## src/rtl/esp_pkg.sv

```systemverilog
// Purpose: Shared constants for the event status and poll logic.
// Assumes: One 20 MHz clock; registers reached by decoded command strobes.
// Notes:   Error codes are unsigned 16-bit values as carried by the error queue.
package esp_pkg;

  // ----------------------------------------------------------------
  // Event register bit positions
  // ----------------------------------------------------------------
  localparam int ESP_EV_OPC  = 0;
  localparam int ESP_EV_UNUS = 1;
  localparam int ESP_EV_QYE  = 2;
  localparam int ESP_EV_DDE  = 3;
  localparam int ESP_EV_EXE  = 4;
  localparam int ESP_EV_CME  = 5;
  localparam int ESP_EV_URQ  = 6;
  localparam int ESP_EV_PON  = 7;

  // ----------------------------------------------------------------
  // Status byte bit positions
  // ----------------------------------------------------------------
  localparam int ESP_SB_EAV = 2;
  localparam int ESP_SB_MAV = 4;
  localparam int ESP_SB_ESB = 5;
  localparam int ESP_SB_MSS = 6;

  // ----------------------------------------------------------------
  // Reset values and error code ranges
  // ----------------------------------------------------------------
  localparam logic [7:0]  ESP_LATCH_RST  = 8'h80;
  localparam logic [7:0]  ESP_ENABLE_RST = 8'h00;
  localparam logic [15:0] ESP_NO_ERROR   = 16'h0000;
  localparam logic [15:0] ESP_DDE_LO     = 16'h012C;
  localparam logic [15:0] ESP_DDE_HI     = 16'h018F;
  localparam logic [15:0] ESP_EXE_LO     = 16'h00C8;
  localparam logic [15:0] ESP_EXE_HI     = 16'h012C;
  localparam logic [15:0] ESP_CME_LO     = 16'h0064;
  localparam logic [15:0] ESP_CME_HI     = 16'h00C8;
  localparam int          ESP_QUEUE_DEPTH = 16;

  // ----------------------------------------------------------------
  // Query selector
  // ----------------------------------------------------------------
  typedef enum logic [2:0] {
    ESP_Q_LATCH,
    ESP_Q_ENABLE,
    ESP_Q_STATUS,
    ESP_Q_SRQ_EN,
    ESP_Q_PP_EN,
    ESP_Q_IST
  } esp_query_t;

endpackage : esp_pkg

```

## src/rtl/esp_status.sv

```systemverilog
// Purpose: Event latch, status byte, service request, polls and error queue.
// Assumes: Commands arrive as one-cycle strobes already decoded by the parser.
// Notes:   Query answers are the register bit pattern in binary; the
//          formatter turns them into decimal text.
//
// Overview of operation
// RULE1 - Operation complete bit sets on opc once prior commands finished.
// RULE2 - Query error bit sets on read without query or unread response.
// RULE3 - Device error sets bit 3 and queues a code 300..399 or positive.
// RULE4 - Execution error sets bit 4 and queues a code 200..300.
// RULE5 - Command error sets bit 5 and queues a code 100..200.
// RULE6 - Local key switching to manual operation sets user request bit 6.
// RULE7 - Power on sets bit 7; bit 1 is never set.
// RULE8 - Event enable register is writable and readable; latch is readable.
// RULE9 - Service request whenever status bits 2, 4 or 5 are set and enabled.
// RULE10 - Serial poll returns the same status byte as the status query.
// RULE11 - Parallel poll drives one bit on the allocated data line.
// RULE12 - Poll result is OR of enable AND status byte, optionally inverted.
// RULE13 - Individual status flag is readable by query without a poll.
// RULE14 - Configure command stores data line and inversion before polling.
// RULE15 - Each status query returns the queried register's bit pattern.
// RULE16 - Errors append to the queue; reads pop; empty queue returns code 0.
// RULE17 - Controller should set all service and event enable bits to one.
// RULE18 - Controller sets service and poll enables equal for polling.
// RULE19 - Controller should read the error queue after each service request.
// RULE20 - Status bit 5 is set when any enabled event latch bit is set.
// RULE21 - Enabled status bit rising raises a request; enable bit 6 ignored.
// RULE22 - Reading the event latch returns its contents then clears it.
// RULE23 - Status bit 6 is set whenever a service request is asserted.
// RULE24 - Event latch bits stay set until read or cleared.
// RULE25 - An event arriving with a clearing read remains set.
`timescale 1ns/1ps

module esp_status #(
  parameter int DEPTH = esp_pkg::ESP_QUEUE_DEPTH
) (
  input  wire logic                i_ref_clk,
  input  wire logic                i_reset_n,
  input  wire logic                i_clk_en,
  input  wire logic                i_opc_cmd,
  input  wire logic                i_all_done,
  input  wire logic                i_read_no_query,
  input  wire logic                i_unread_resp,
  input  wire logic                i_dev_err,
  input  wire logic [15:0]         i_dev_err_code,
  input  wire logic                i_exec_err,
  input  wire logic [15:0]         i_exec_err_code,
  input  wire logic                i_cmd_err,
  input  wire logic [15:0]         i_cmd_err_code,
  input  wire logic                i_local_key,
  input  wire logic                i_remote,
  input  wire logic                i_power_on,
  input  wire logic                i_msg_avail,
  input  wire logic                i_clear_status,
  input  wire logic                i_wr_enable,
  input  wire logic                i_wr_srq_en,
  input  wire logic                i_wr_pp_en,
  input  wire logic [7:0]          i_wr_data,
  input  wire logic                i_pp_config,
  input  wire logic [2:0]          i_pp_line,
  input  wire logic                i_pp_invert,
  input  wire logic                i_pp_unconfig,
  input  wire logic                i_query,
  input  wire esp_pkg::esp_query_t i_query_sel,
  input  wire logic                i_err_pop,
  input  wire logic                i_pp_active,
  output logic [7:0]               o_query_data,
  output logic                     o_query_valid,
  output logic [15:0]              o_err_code,
  output logic                     o_err_valid,
  output logic [7:0]               o_serial_poll,
  output logic                     o_srq,
  output logic [7:0]               o_pp_data,
  output logic                     o_pp_oe_n
);
  import esp_pkg::*;

  localparam int AW = $clog2(DEPTH);

  if (DEPTH < 2 || (DEPTH & (DEPTH - 1)) != 0)
  begin : g_depth_check
    $error("DEPTH must be a power of two of at least 2");
  end

  // ----------------------------------------------------------------
  // Event latch and enable registers
  // ----------------------------------------------------------------
  logic [7:0] latch_r, latch_nxt;
  logic [7:0] enable_r, enable_nxt;
  logic [7:0] srq_en_r, srq_en_nxt;
  logic [7:0] pp_en_r, pp_en_nxt;
  logic       opc_wait_r, opc_wait_nxt;
  logic       remote_r, remote_nxt;
  logic [7:0] ev_set;
  logic       latch_rd;

  assign latch_rd = i_query && (i_query_sel == ESP_Q_LATCH);

  always_comb
  begin
    ev_set         = 8'h00;
    opc_wait_nxt   = opc_wait_r;
    remote_nxt     = i_remote;
    // The opc strobe may find older commands still running, so wait.
    if (i_opc_cmd && !i_all_done)
      opc_wait_nxt = 1'b1;
    if ((i_opc_cmd || opc_wait_r) && i_all_done)
    begin
      ev_set[ESP_EV_OPC] = 1'b1;                       // see RULE1
      opc_wait_nxt       = 1'b0;
    end
    ev_set[ESP_EV_QYE] = i_read_no_query | i_unread_resp; // see RULE2
    ev_set[ESP_EV_DDE] = i_dev_err;                    // see RULE3
    ev_set[ESP_EV_EXE] = i_exec_err;                   // see RULE4
    ev_set[ESP_EV_CME] = i_cmd_err;                    // see RULE5
    // The key counts only if the block was under remote control a cycle ago.
    ev_set[ESP_EV_URQ] = i_local_key && remote_r;      // see RULE6
    ev_set[ESP_EV_PON] = i_power_on;                   // see RULE7
    ev_set[ESP_EV_UNUS] = 1'b0;                        // see RULE7
    latch_nxt = latch_r;
    if (latch_rd || i_clear_status)
      latch_nxt = 8'h00;                               // see RULE22
    // The set follows the clear, so an event met by a clearing read is kept.
    latch_nxt = latch_nxt | ev_set;                    // see RULE24, RULE25
    enable_nxt = i_wr_enable ? i_wr_data : enable_r;   // see RULE8
    srq_en_nxt = i_wr_srq_en ? i_wr_data : srq_en_r;
    pp_en_nxt  = i_wr_pp_en ? i_wr_data : pp_en_r;
  end

  always_ff @(posedge i_ref_clk or negedge i_reset_n)
  begin
    if (!i_reset_n)
    begin
      latch_r    <= ESP_LATCH_RST;
      enable_r   <= ESP_ENABLE_RST;
      srq_en_r   <= ESP_ENABLE_RST;
      pp_en_r    <= ESP_ENABLE_RST;
      opc_wait_r <= 1'b0;
      remote_r   <= 1'b0;
    end
    else if (i_clk_en)
    begin
      latch_r    <= latch_nxt;
      enable_r   <= enable_nxt;
      srq_en_r   <= srq_en_nxt;
      pp_en_r    <= pp_en_nxt;
      opc_wait_r <= opc_wait_nxt;
      remote_r   <= remote_nxt;
    end
  end

  // ----------------------------------------------------------------
  // Error queue
  // ----------------------------------------------------------------
  // The memory has no reset; only the pointers say which words are valid.
  logic [15:0] queue_mem [DEPTH];
  logic [AW:0] wr_ptr_r, wr_ptr_nxt;
  logic [AW:0] rd_ptr_r, rd_ptr_nxt;
  logic [15:0] push_code;
  logic        push, q_empty, q_full, pop;

  assign q_empty = (wr_ptr_r == rd_ptr_r);
  assign q_full  = (wr_ptr_r[AW-1:0] == rd_ptr_r[AW-1:0]) && !q_empty;
  assign pop     = i_err_pop && !q_empty;

  always_comb
  begin
    push      = i_dev_err | i_exec_err | i_cmd_err;    // see RULE16
    // One entry per cycle; the most serious class wins a collision.
    if (i_dev_err)
      push_code = i_dev_err_code;                      // see RULE3
    else if (i_exec_err)
      push_code = i_exec_err_code;                     // see RULE4
    else
      push_code = i_cmd_err_code;                      // see RULE5
    // A full queue keeps its oldest entries; new errors are dropped.
    wr_ptr_nxt = (push && !q_full) ? wr_ptr_r + 1'b1 : wr_ptr_r;
    rd_ptr_nxt = pop ? rd_ptr_r + 1'b1 : rd_ptr_r;
    if (i_clear_status)
      rd_ptr_nxt = wr_ptr_nxt;
  end

  always_ff @(posedge i_ref_clk)
  begin
    if (i_clk_en && push && !q_full)
      queue_mem[wr_ptr_r[AW-1:0]] <= push_code;
  end

  always_ff @(posedge i_ref_clk or negedge i_reset_n)
  begin
    if (!i_reset_n)
    begin
      wr_ptr_r <= '0;
      rd_ptr_r <= '0;
    end
    else if (i_clk_en)
    begin
      wr_ptr_r <= wr_ptr_nxt;
      rd_ptr_r <= rd_ptr_nxt;
    end
  end

  // ----------------------------------------------------------------
  // Status byte, service request and parallel poll
  // ----------------------------------------------------------------
  logic [7:0] status;
  logic       rqs, ist;
  logic [7:0] srq_mask;
  logic [7:0] sb_prev_r, sb_prev_nxt;
  logic       srq_r, srq_nxt;
  logic [2:0] pp_line_r, pp_line_nxt;
  logic       pp_inv_r, pp_inv_nxt;
  logic       pp_cfg_r, pp_cfg_nxt;

  always_comb
  begin
    status             = 8'h00;
    status[ESP_SB_EAV] = !q_empty;
    status[ESP_SB_MAV] = i_msg_avail;
    status[ESP_SB_ESB] = |(latch_r & enable_r);        // see RULE20
    srq_mask           = srq_en_r;
    // Bit 6 never masks a request, since it is the summary itself.
    srq_mask[ESP_SB_MSS] = 1'b0;                       // see RULE21
    rqs                = |(status & srq_mask);         // see RULE9
    status[ESP_SB_MSS] = rqs;                          // see RULE23
    ist                = (|(status & pp_en_r)) ^ pp_inv_r; // see RULE12
    // The masked byte is kept, so that enabling a bit that is already set
    // counts as a rise and raises the request as well.
    sb_prev_nxt        = status & srq_mask;
    srq_nxt            = srq_r;
    if (|(status & srq_mask & ~sb_prev_r))
      srq_nxt = 1'b1;                                  // see RULE21
    if (!rqs)
      srq_nxt = 1'b0;
    pp_line_nxt = i_pp_config ? i_pp_line : pp_line_r; // see RULE14
    pp_inv_nxt  = i_pp_config ? i_pp_invert : pp_inv_r;
    // A configure in the same cycle as an unconfigure wins.
    pp_cfg_nxt  = pp_cfg_r;
    if (i_pp_config)
      pp_cfg_nxt = 1'b1;
    else if (i_pp_unconfig)
      pp_cfg_nxt = 1'b0;
  end

  always_ff @(posedge i_ref_clk or negedge i_reset_n)
  begin
    if (!i_reset_n)
    begin
      sb_prev_r <= 8'h00;
      srq_r     <= 1'b0;
      pp_line_r <= 3'h0;
      pp_inv_r  <= 1'b0;
      pp_cfg_r  <= 1'b0;
    end
    else if (i_clk_en)
    begin
      sb_prev_r <= sb_prev_nxt;
      srq_r     <= srq_nxt;
      pp_line_r <= pp_line_nxt;
      pp_inv_r  <= pp_inv_nxt;
      pp_cfg_r  <= pp_cfg_nxt;
    end
  end

  assign o_srq = srq_r;

  // ----------------------------------------------------------------
  // Query answers and poll outputs
  // ----------------------------------------------------------------
  logic [7:0]  qdata_r, qdata_nxt;
  logic        qvalid_r, qvalid_nxt;
  logic [15:0] ecode_r, ecode_nxt;
  logic        evalid_r, evalid_nxt;
  logic [7:0]  spoll_r, spoll_nxt;
  logic [7:0]  ppd_r, ppd_nxt;
  logic        ppoe_n_r, ppoe_n_nxt;

  always_comb
  begin
    // The answer is taken before the edge, so a clearing read sees the old
    // contents.
    qvalid_nxt = i_query;
    qdata_nxt  = qdata_r;
    if (i_query)
    begin
      case (i_query_sel)                               // see RULE15
        ESP_Q_LATCH:  qdata_nxt = latch_r;             // see RULE8, RULE22
        ESP_Q_ENABLE: qdata_nxt = enable_r;            // see RULE8
        ESP_Q_STATUS: qdata_nxt = status;
        ESP_Q_SRQ_EN: qdata_nxt = srq_en_r;
        ESP_Q_PP_EN:  qdata_nxt = pp_en_r;
        ESP_Q_IST:    qdata_nxt = {7'h00, ist};        // see RULE13
        default:      qdata_nxt = 8'h00;
      endcase
    end
    evalid_nxt = i_err_pop;
    ecode_nxt  = ecode_r;
    // An empty queue answers with the no-error code, never with stale data.
    if (i_err_pop)
      ecode_nxt = q_empty ? ESP_NO_ERROR
                          : queue_mem[rd_ptr_r[AW-1:0]]; // see RULE16
    spoll_nxt  = status;                               // see RULE10
    // Only a configured device may answer, or lines would be corrupted.
    ppoe_n_nxt = !(i_pp_active && pp_cfg_r);           // see RULE11
    ppd_nxt    = 8'h00;
    ppd_nxt[pp_line_r] = ist;                          // see RULE11
  end

  always_ff @(posedge i_ref_clk or negedge i_reset_n)
  begin
    if (!i_reset_n)
    begin
      qdata_r  <= 8'h00;
      qvalid_r <= 1'b0;
      ecode_r  <= 16'h0000;
      evalid_r <= 1'b0;
      spoll_r  <= 8'h00;
      ppd_r    <= 8'h00;
      ppoe_n_r <= 1'b1;
    end
    else if (i_clk_en)
    begin
      qdata_r  <= qdata_nxt;
      qvalid_r <= qvalid_nxt;
      ecode_r  <= ecode_nxt;
      evalid_r <= evalid_nxt;
      spoll_r  <= spoll_nxt;
      ppd_r    <= ppd_nxt;
      ppoe_n_r <= ppoe_n_nxt;
    end
  end

  assign o_query_data  = qdata_r;
  assign o_query_valid = qvalid_r;
  assign o_err_code    = ecode_r;
  assign o_err_valid   = evalid_r;
  assign o_serial_poll = spoll_r;
  assign o_pp_data     = ppd_r;
  assign o_pp_oe_n     = ppoe_n_r;

endmodule : esp_status
```

## config.mk

```make
export PLATFORM = sky130hd
export DESIGN_NAME = esp_status
export DESIGN_NICKNAME = d
export VERILOG_FILES = /design/src/rtl/esp_pkg.sv /design/src/rtl/esp_status.sv
export SDC_FILE = /design/constraint.sdc
export NUM_CORES = 1
export LEC_CHECK = 0
export BUFFER_PORTS_ARGS = -buffer_cell sky130_fd_sc_hd__buf_2
export CELL_PAD_IN_SITES_DETAIL_PLACEMENT = 0
export CELL_PAD_IN_SITES_GLOBAL_PLACEMENT = 1
export CORE_MARGIN = 2
export CORE_UTILIZATION = 35
export DETAILED_ROUTE_END_ITERATION = 8
export HOLD_SLACK_MARGIN = 0.02
export PLACE_DENSITY_LB_ADDON = 0.1
export REMOVE_ABC_BUFFERS = 1
export SETUP_SLACK_MARGIN = 0.2
export SLEW_MARGIN = 0
export SYNTH_ARGS = -nofsm -noshare
export SYNTH_HDL_FRONTEND = slang
export SYNTH_SLANG_ARGS = --single-unit
export TNS_END_PERCENT = 5
```

## constraint.sdc

```tcl
create_clock -name i_ref_clk -period 10.2 [get_ports i_ref_clk]
set_input_delay 0 -clock i_ref_clk [delete_from_list [all_inputs] [get_ports i_ref_clk]]
set_output_delay 0 -clock i_ref_clk [all_outputs]
set_load 0.05 [all_outputs]
```

**Yosys cells after proc, flatten, opt, wreduce, memory -nomap -nowiden**

Memory sizes are Yosys's and may differ from the RTL's.
Cells that the tools add are included.
Widths: inputs -> output; s select.

- Register bits: 97
- Bits in writable memories: 256
- Input port bits: 86
- Logic and storage cells: 99
- Memories kept: 1

- Add/sub/neg operators: 2
- Order comparisons: 2
- Equal/unequal tests: 8
- Muxes and demuxes: 19
- Bitwise logic cells: 12
- Reduce and logical (&&, ||, !) cells: 35

Memories:

| memory | depth | width | rd ports | clocked after Yosys merged registers in | wr ports | RTL line | text |
|---|---|---|---|---|---|---|---|
| queue_mem | 16 | 16 | 1 | 0 | 1 | esp_status.sv:156 | `logic [15:0] queue_mem [DEPTH];` |

Operators with widths:

| kind | number |
|---|---|
| $mux 16 | 3 |
| $pmux 8 s6 | 1 |
| $reduce_or 8->1 | 4 |
| $and 8x8->8 | 3 |
| $reduce_and 2->1 | 10 |
| $and 7x8->8 | 2 |
| $mux 5 | 3 |
| $logic_and 1x1->1 | 11 |
| $add 5x1->5 const B | 2 |
| $mux 1 | 10 |
| $and 6x8->8 | 1 |
| $mux 8 | 1 |
| $not 8->8 | 1 |
| $or 8x8->8 | 1 |
| $eq 3x2->1 const B | 2 |
| $eq 3x3->1 const B | 2 |
| $reduce_bool 2->1 | 3 |
| $eq 5x5->1 | 1 |
| $eq 4x4->1 | 1 |
| $logic_not 1->1 | 4 |
| $lt 3x4->1 const B | 1 |
| $demux 1 s3 | 1 |
| $eq 3x1->1 const B | 1 |
| $ge 3x1->1 const B | 1 |
| 5 further kinds | 8 |

**Longest topological paths before layout**

- Depth in word-level cells: 9
- Depth in mapped cells: 8
- Depth with buffers taken out: 5

**Least setup slack after synthesis**

OpenSTA, ideal clock, no wires.

- Path type: reg-to-reg
- Start: reg rd_ptr_r[0]
- End: mem queue_mem[0][0] (enable)
- Arrival: 2,807 ps
- Data required time: 9,791 ps
- Path slack: 6,983 ps
- Cell stages (with the launch flop): 9
- Path buffers: 3
- Period minus slack after synthesis: 3,217 ps
- Cell sequence: dfrtp_1 > clkbuf_1 > xnor2_1 > and4_1 > clkbuf_1 > a211oi_2 > buf_2 > nand2_1 > nor3_1

- Longest elaborated chain between the ends: 7
- Elaborated cells between the ends (all ways): 8

Ends and longest elaborated chain:

| item | RTL line | text |
|---|---|---|
| start: declaration | esp_status.sv:158 | `logic [AW:0] rd_ptr_r, rd_ptr_nxt;` |
| start signal: assignment | esp_status.sv:199 | `rd_ptr_r <= rd_ptr_nxt;` |
| $eq 5x5->1 | esp_status.sv:162 | `assign q_empty = (wr_ptr_r == rd_ptr_r);` |
| $logic_not 1->1 | esp_status.sv:163 | `assign q_full = (wr_ptr_r[AW-1:0] == rd_ptr_r[AW-1:0]) && !q_empty;` |
| $logic_and 1x1->1 (*) | esp_status.sv:163 |  |
| $logic_not 1->1 (*) | esp_status.sv:185 | `if (i_clk_en && push && !q_full)` |
| $logic_and 1x1->1 (*) | esp_status.sv:185 |  |
| $mux 1 (*) | esp_status.sv:185 |  |
| $mux 1 (not written as such) (*) | esp_status.sv:186 | `queue_mem[wr_ptr_r[AW-1:0]] <= push_code;` |
| end: declaration | esp_status.sv:156 |  |

Every way passes the cells marked *; elsewhere a longest branch is shown, timed or not.

**Worst setup path after layout**

- Start: reg rd_ptr_r[3]
- End: mem queue_mem[2][11] (enable)

Same word-level chain as after synthesis.

==> results_dict.tcl <==
set metrics [dict create \
    synth_area_per_cell_sq_um 16.8 \
    crit_type "flip-flop to flip-flop" \
    dp_hpwl_microns 24500 \
    stdcell_count 1610 \
    hold_start "i_dev_err_code[7]" \
    fillers 3672 \
    gp_congestion 0.753 \
    io_buffers 125 \
    hold_violations 0 \
    synth-seq-area-share 0.689 \
    worstMarginPinSlew_ns 1.17 \
    design_area_sq_um 17500 \
    seqPwrFrac 0.406 \
    nets 1138 \
    synth_largest_area_cell "edfxtp_1" \
    cp-start-kind "flip-flop" \
    core_area_sq_um 40800 \
    die_x_microns 207 \
    max_freq_ghz 0.252 \
    grt_pass1_vias 8576 \
    hp-class "primary input to flip-flop" \
    worst_setup_path_end_kind "flip-flop" \
    dieHeight_microns 207 \
    path_clk_slew_ns 0.06 \
    yosys-top-cells-area "edfxtp_1 (53%), dfrtp_1 (15%), mux4_2 (13%)" \
    p_clk_frac 0.304 \
    swShare 0.326 \
    wire_per_inst_microns 23.9 \
    placed_cell_area_sq_um 15800 \
    synth_cells 859 \
    row_count 74 \
    htreeDepth 2 \
    post_synth_num_cell_types 60 \
    setup_tns_ns 0 \
    status "complete, no violations" \
    dp_cells 1489 \
    final_common_cell "edfxtp_1" \
    cts_tree "built" \
    dieArea_sq_um 43000 \
    ant_nets 0 \
    arrival_ns 4.21 \
    first_pass_iters 5 \
    drt_iter0_markers 552 \
    finalCritPeriodShare 0.389 \
    rrSetupSlack_ns 6.23 \
    remaining_drc_errors 0 \
    synth-edff-count 256 \
    critPathRequiredTime_ns 10.44 \
    cap_violations 0 \
    leakagePower_nw 6.43 \
    rsz0062_at_grt "false" \
    grt_pass1_wl_microns 57600 \
    wirelength_microns 38400 \
    antenna_found_initial 1 \
    start_util 0.354 \
    ctsResizeCount 0 \
    setup_viol 0 \
    grt_max_degree 68 \
    syn_to_final_growth_pct 21.2 \
    finalPower_mw 4.60 \
    cts_setup_buffers 0 \
    root_buffer "clkbuf_16" \
    synth_top_cell_area_share 0.532 \
    cts_buffers 39 \
    power.internal_mw 3.10 \
    p_switching_mw 1.50 \
    synthFlopType "edfxtp_1" \
    relSlewSlack 0.212 \
    drive_gt1_frac 0.308 \
    finClkSkew_ns 0.0222 \
    pwr_density_cell_nw_per_um2 262 \
    worstPathMaxFanout 20 \
    ys_ff_latch 347 \
    clk_latency_ns 0.56 \
    final_cell_mix "edfxtp_1 (256), buf_2 (124), dfrtp_1 (87), mux4_2 (81), nand2_1 (59)" \
    num_vias 8243 \
    critPathLaunch "rd_ptr_r[3]$_DFFE_PN0P_" \
    vias_per_cell 5.12 \
    cts.path.max_buffers 3 \
    track_usage 0.182 \
    period_minus_slack_ns 3.97 \
    io_pins 130 \
    synthesis.area_sq_um 14500 \
    grt_overflow 0 \
    slew_violations 0 \
    ys_async_sr_fraction 0.262 \
    reg2reg_from "rd_ptr_r[3]$_DFFE_PN0P_" \
    power_frac_comb 0.289 \
    cts_sinks 347 \
    yosysWarnings 0 \
    irDropWorstVdd_mv 0.117 \
]
==> metal layers <==
metal / vias to the layer above / global-route usage / wire length, microns
met2: 191 / 0.298 / 18800
li1: 3741 / - / -
met3: 48 / 0.0319 / 1620
met1: 4263 / 0.252 / 17300
met4: 0 / 0.0512 / 700
met5: - / 0 / 0
==> cell usage after synthesis, drive strengths merged, types with 11 or more instances <==
| master | n |
|---|---|
| a21oi | 13 |
| xnor2 | 11 |
| edfxtp | 256 |
| nor2b | 12 |
| dfrtp | 89 |
| buf | 20 |
| mux2i | 24 |
| mux2 | 32 |
| o221ai | 11 |
| inv | 29 |
| clkbuf | 35 |
| o21ai | 46 |
| nand2 | 59 |
| nor2 | 21 |
| mux4 | 81 |
==> worst paths after layout <==
kind,to,cells past startpoint
worst min-delay path,queue_mem[4][7]$_DFFE_PP_,4
max in group asynchronous,rd_ptr_r[0]$_DFFE_PN0P_,4
worst max-delay path,queue_mem[2][11]$_DFFE_PP_,6
min in group asynchronous,srq_en_r[7]$_DFFE_PN0P_,4
worst min register to register,o_pp_oe_n$_DFFE_PN1P_,1
worst max register to register,queue_mem[2][11]$_DFFE_PP_,6
==> area by class of cell <==
type | instances | area (sq um) | share of cell area
clock inverters | 13 | 155 | 0.00885
repair buffers | 199 | 1320 | 0.0751
flip-flops and latches | 347 | 9970 | 0.569
inverters | 39 | 146 | 0.00835
clock buffers | 58 | 1120 | 0.0638
diodes | 1 | 2.50 | 0.000143
multi-input cells | 421 | 4160 | 0.237
well taps | 532 | 666 | 0.0380
==> critical path, stage by stage, from the launching register on <==
cell and delay, ns:
dfrtp_1 1.02, xnor2_1 0.16, and4_1 0.39, a211oi_2 0.94, nand2_1 0.23, nor3_2 0.55
buf_4 0.35
==> power groups by stage <==
stage	clock, mW	sequential (mW)	combinational, mW
after floorplan	0	2.08	0.684
after global placement	0	1.90	1.34
after detailed placement	0	1.90	1.33
after CTS	1.44	1.87	1.36
after global routing	1.49	1.90	1.43
final	1.40	1.87	1.33
==> through the flow <==
stage | worst slack [ns] | util | hold WS, ns
after detailed placement | 6.25 | 0.386 | 0.0211
after global routing | 6.01 | 0.429 | 0.0595
after floorplan | 4.70 | - | -0.296
final | 6.23 | 0.429 | 0.0284
after CTS | 6.26 | 0.429 | 0.0204
after global placement | 6.27 | 0.386 | 0.0207
==> registers in the layout, indices dropped and copies added (netlist names), 3 cells and up <==
name           flops
enable_r           8
latch_r            7
o_err_code        16
o_pp_data          8
o_query_data       8
o_serial_poll      4
pp_en_r            8
pp_line_r          3
queue_mem        256
rd_ptr_r           5
sb_prev_r          3
srq_en_r           8
wr_ptr_r           5
==> repair_timing <==
action                                 in CTS  in global routing
hold buffers                               49                  0
setup endpoints to repair                   0                  0
endpoints found under the hold margin     212                  0
==> logic make-up (layout without fill, tap and decap cells) <==
kind of cell,after synthesis,after routing,synth area share
buffers and inverters,94,309,0.0266
AOI/OAI and AO/OA,124,124,0.0583
xor gates and xnor gates,14,14,0.00848
and+or+nand+nor,137,137,0.0452
other,1,5,0.000259
adders and majority gates,5,5,0.00433
muxes,137,137,0.168
DFF,347,347,0.689
Power figures use the tool's default switching activity.
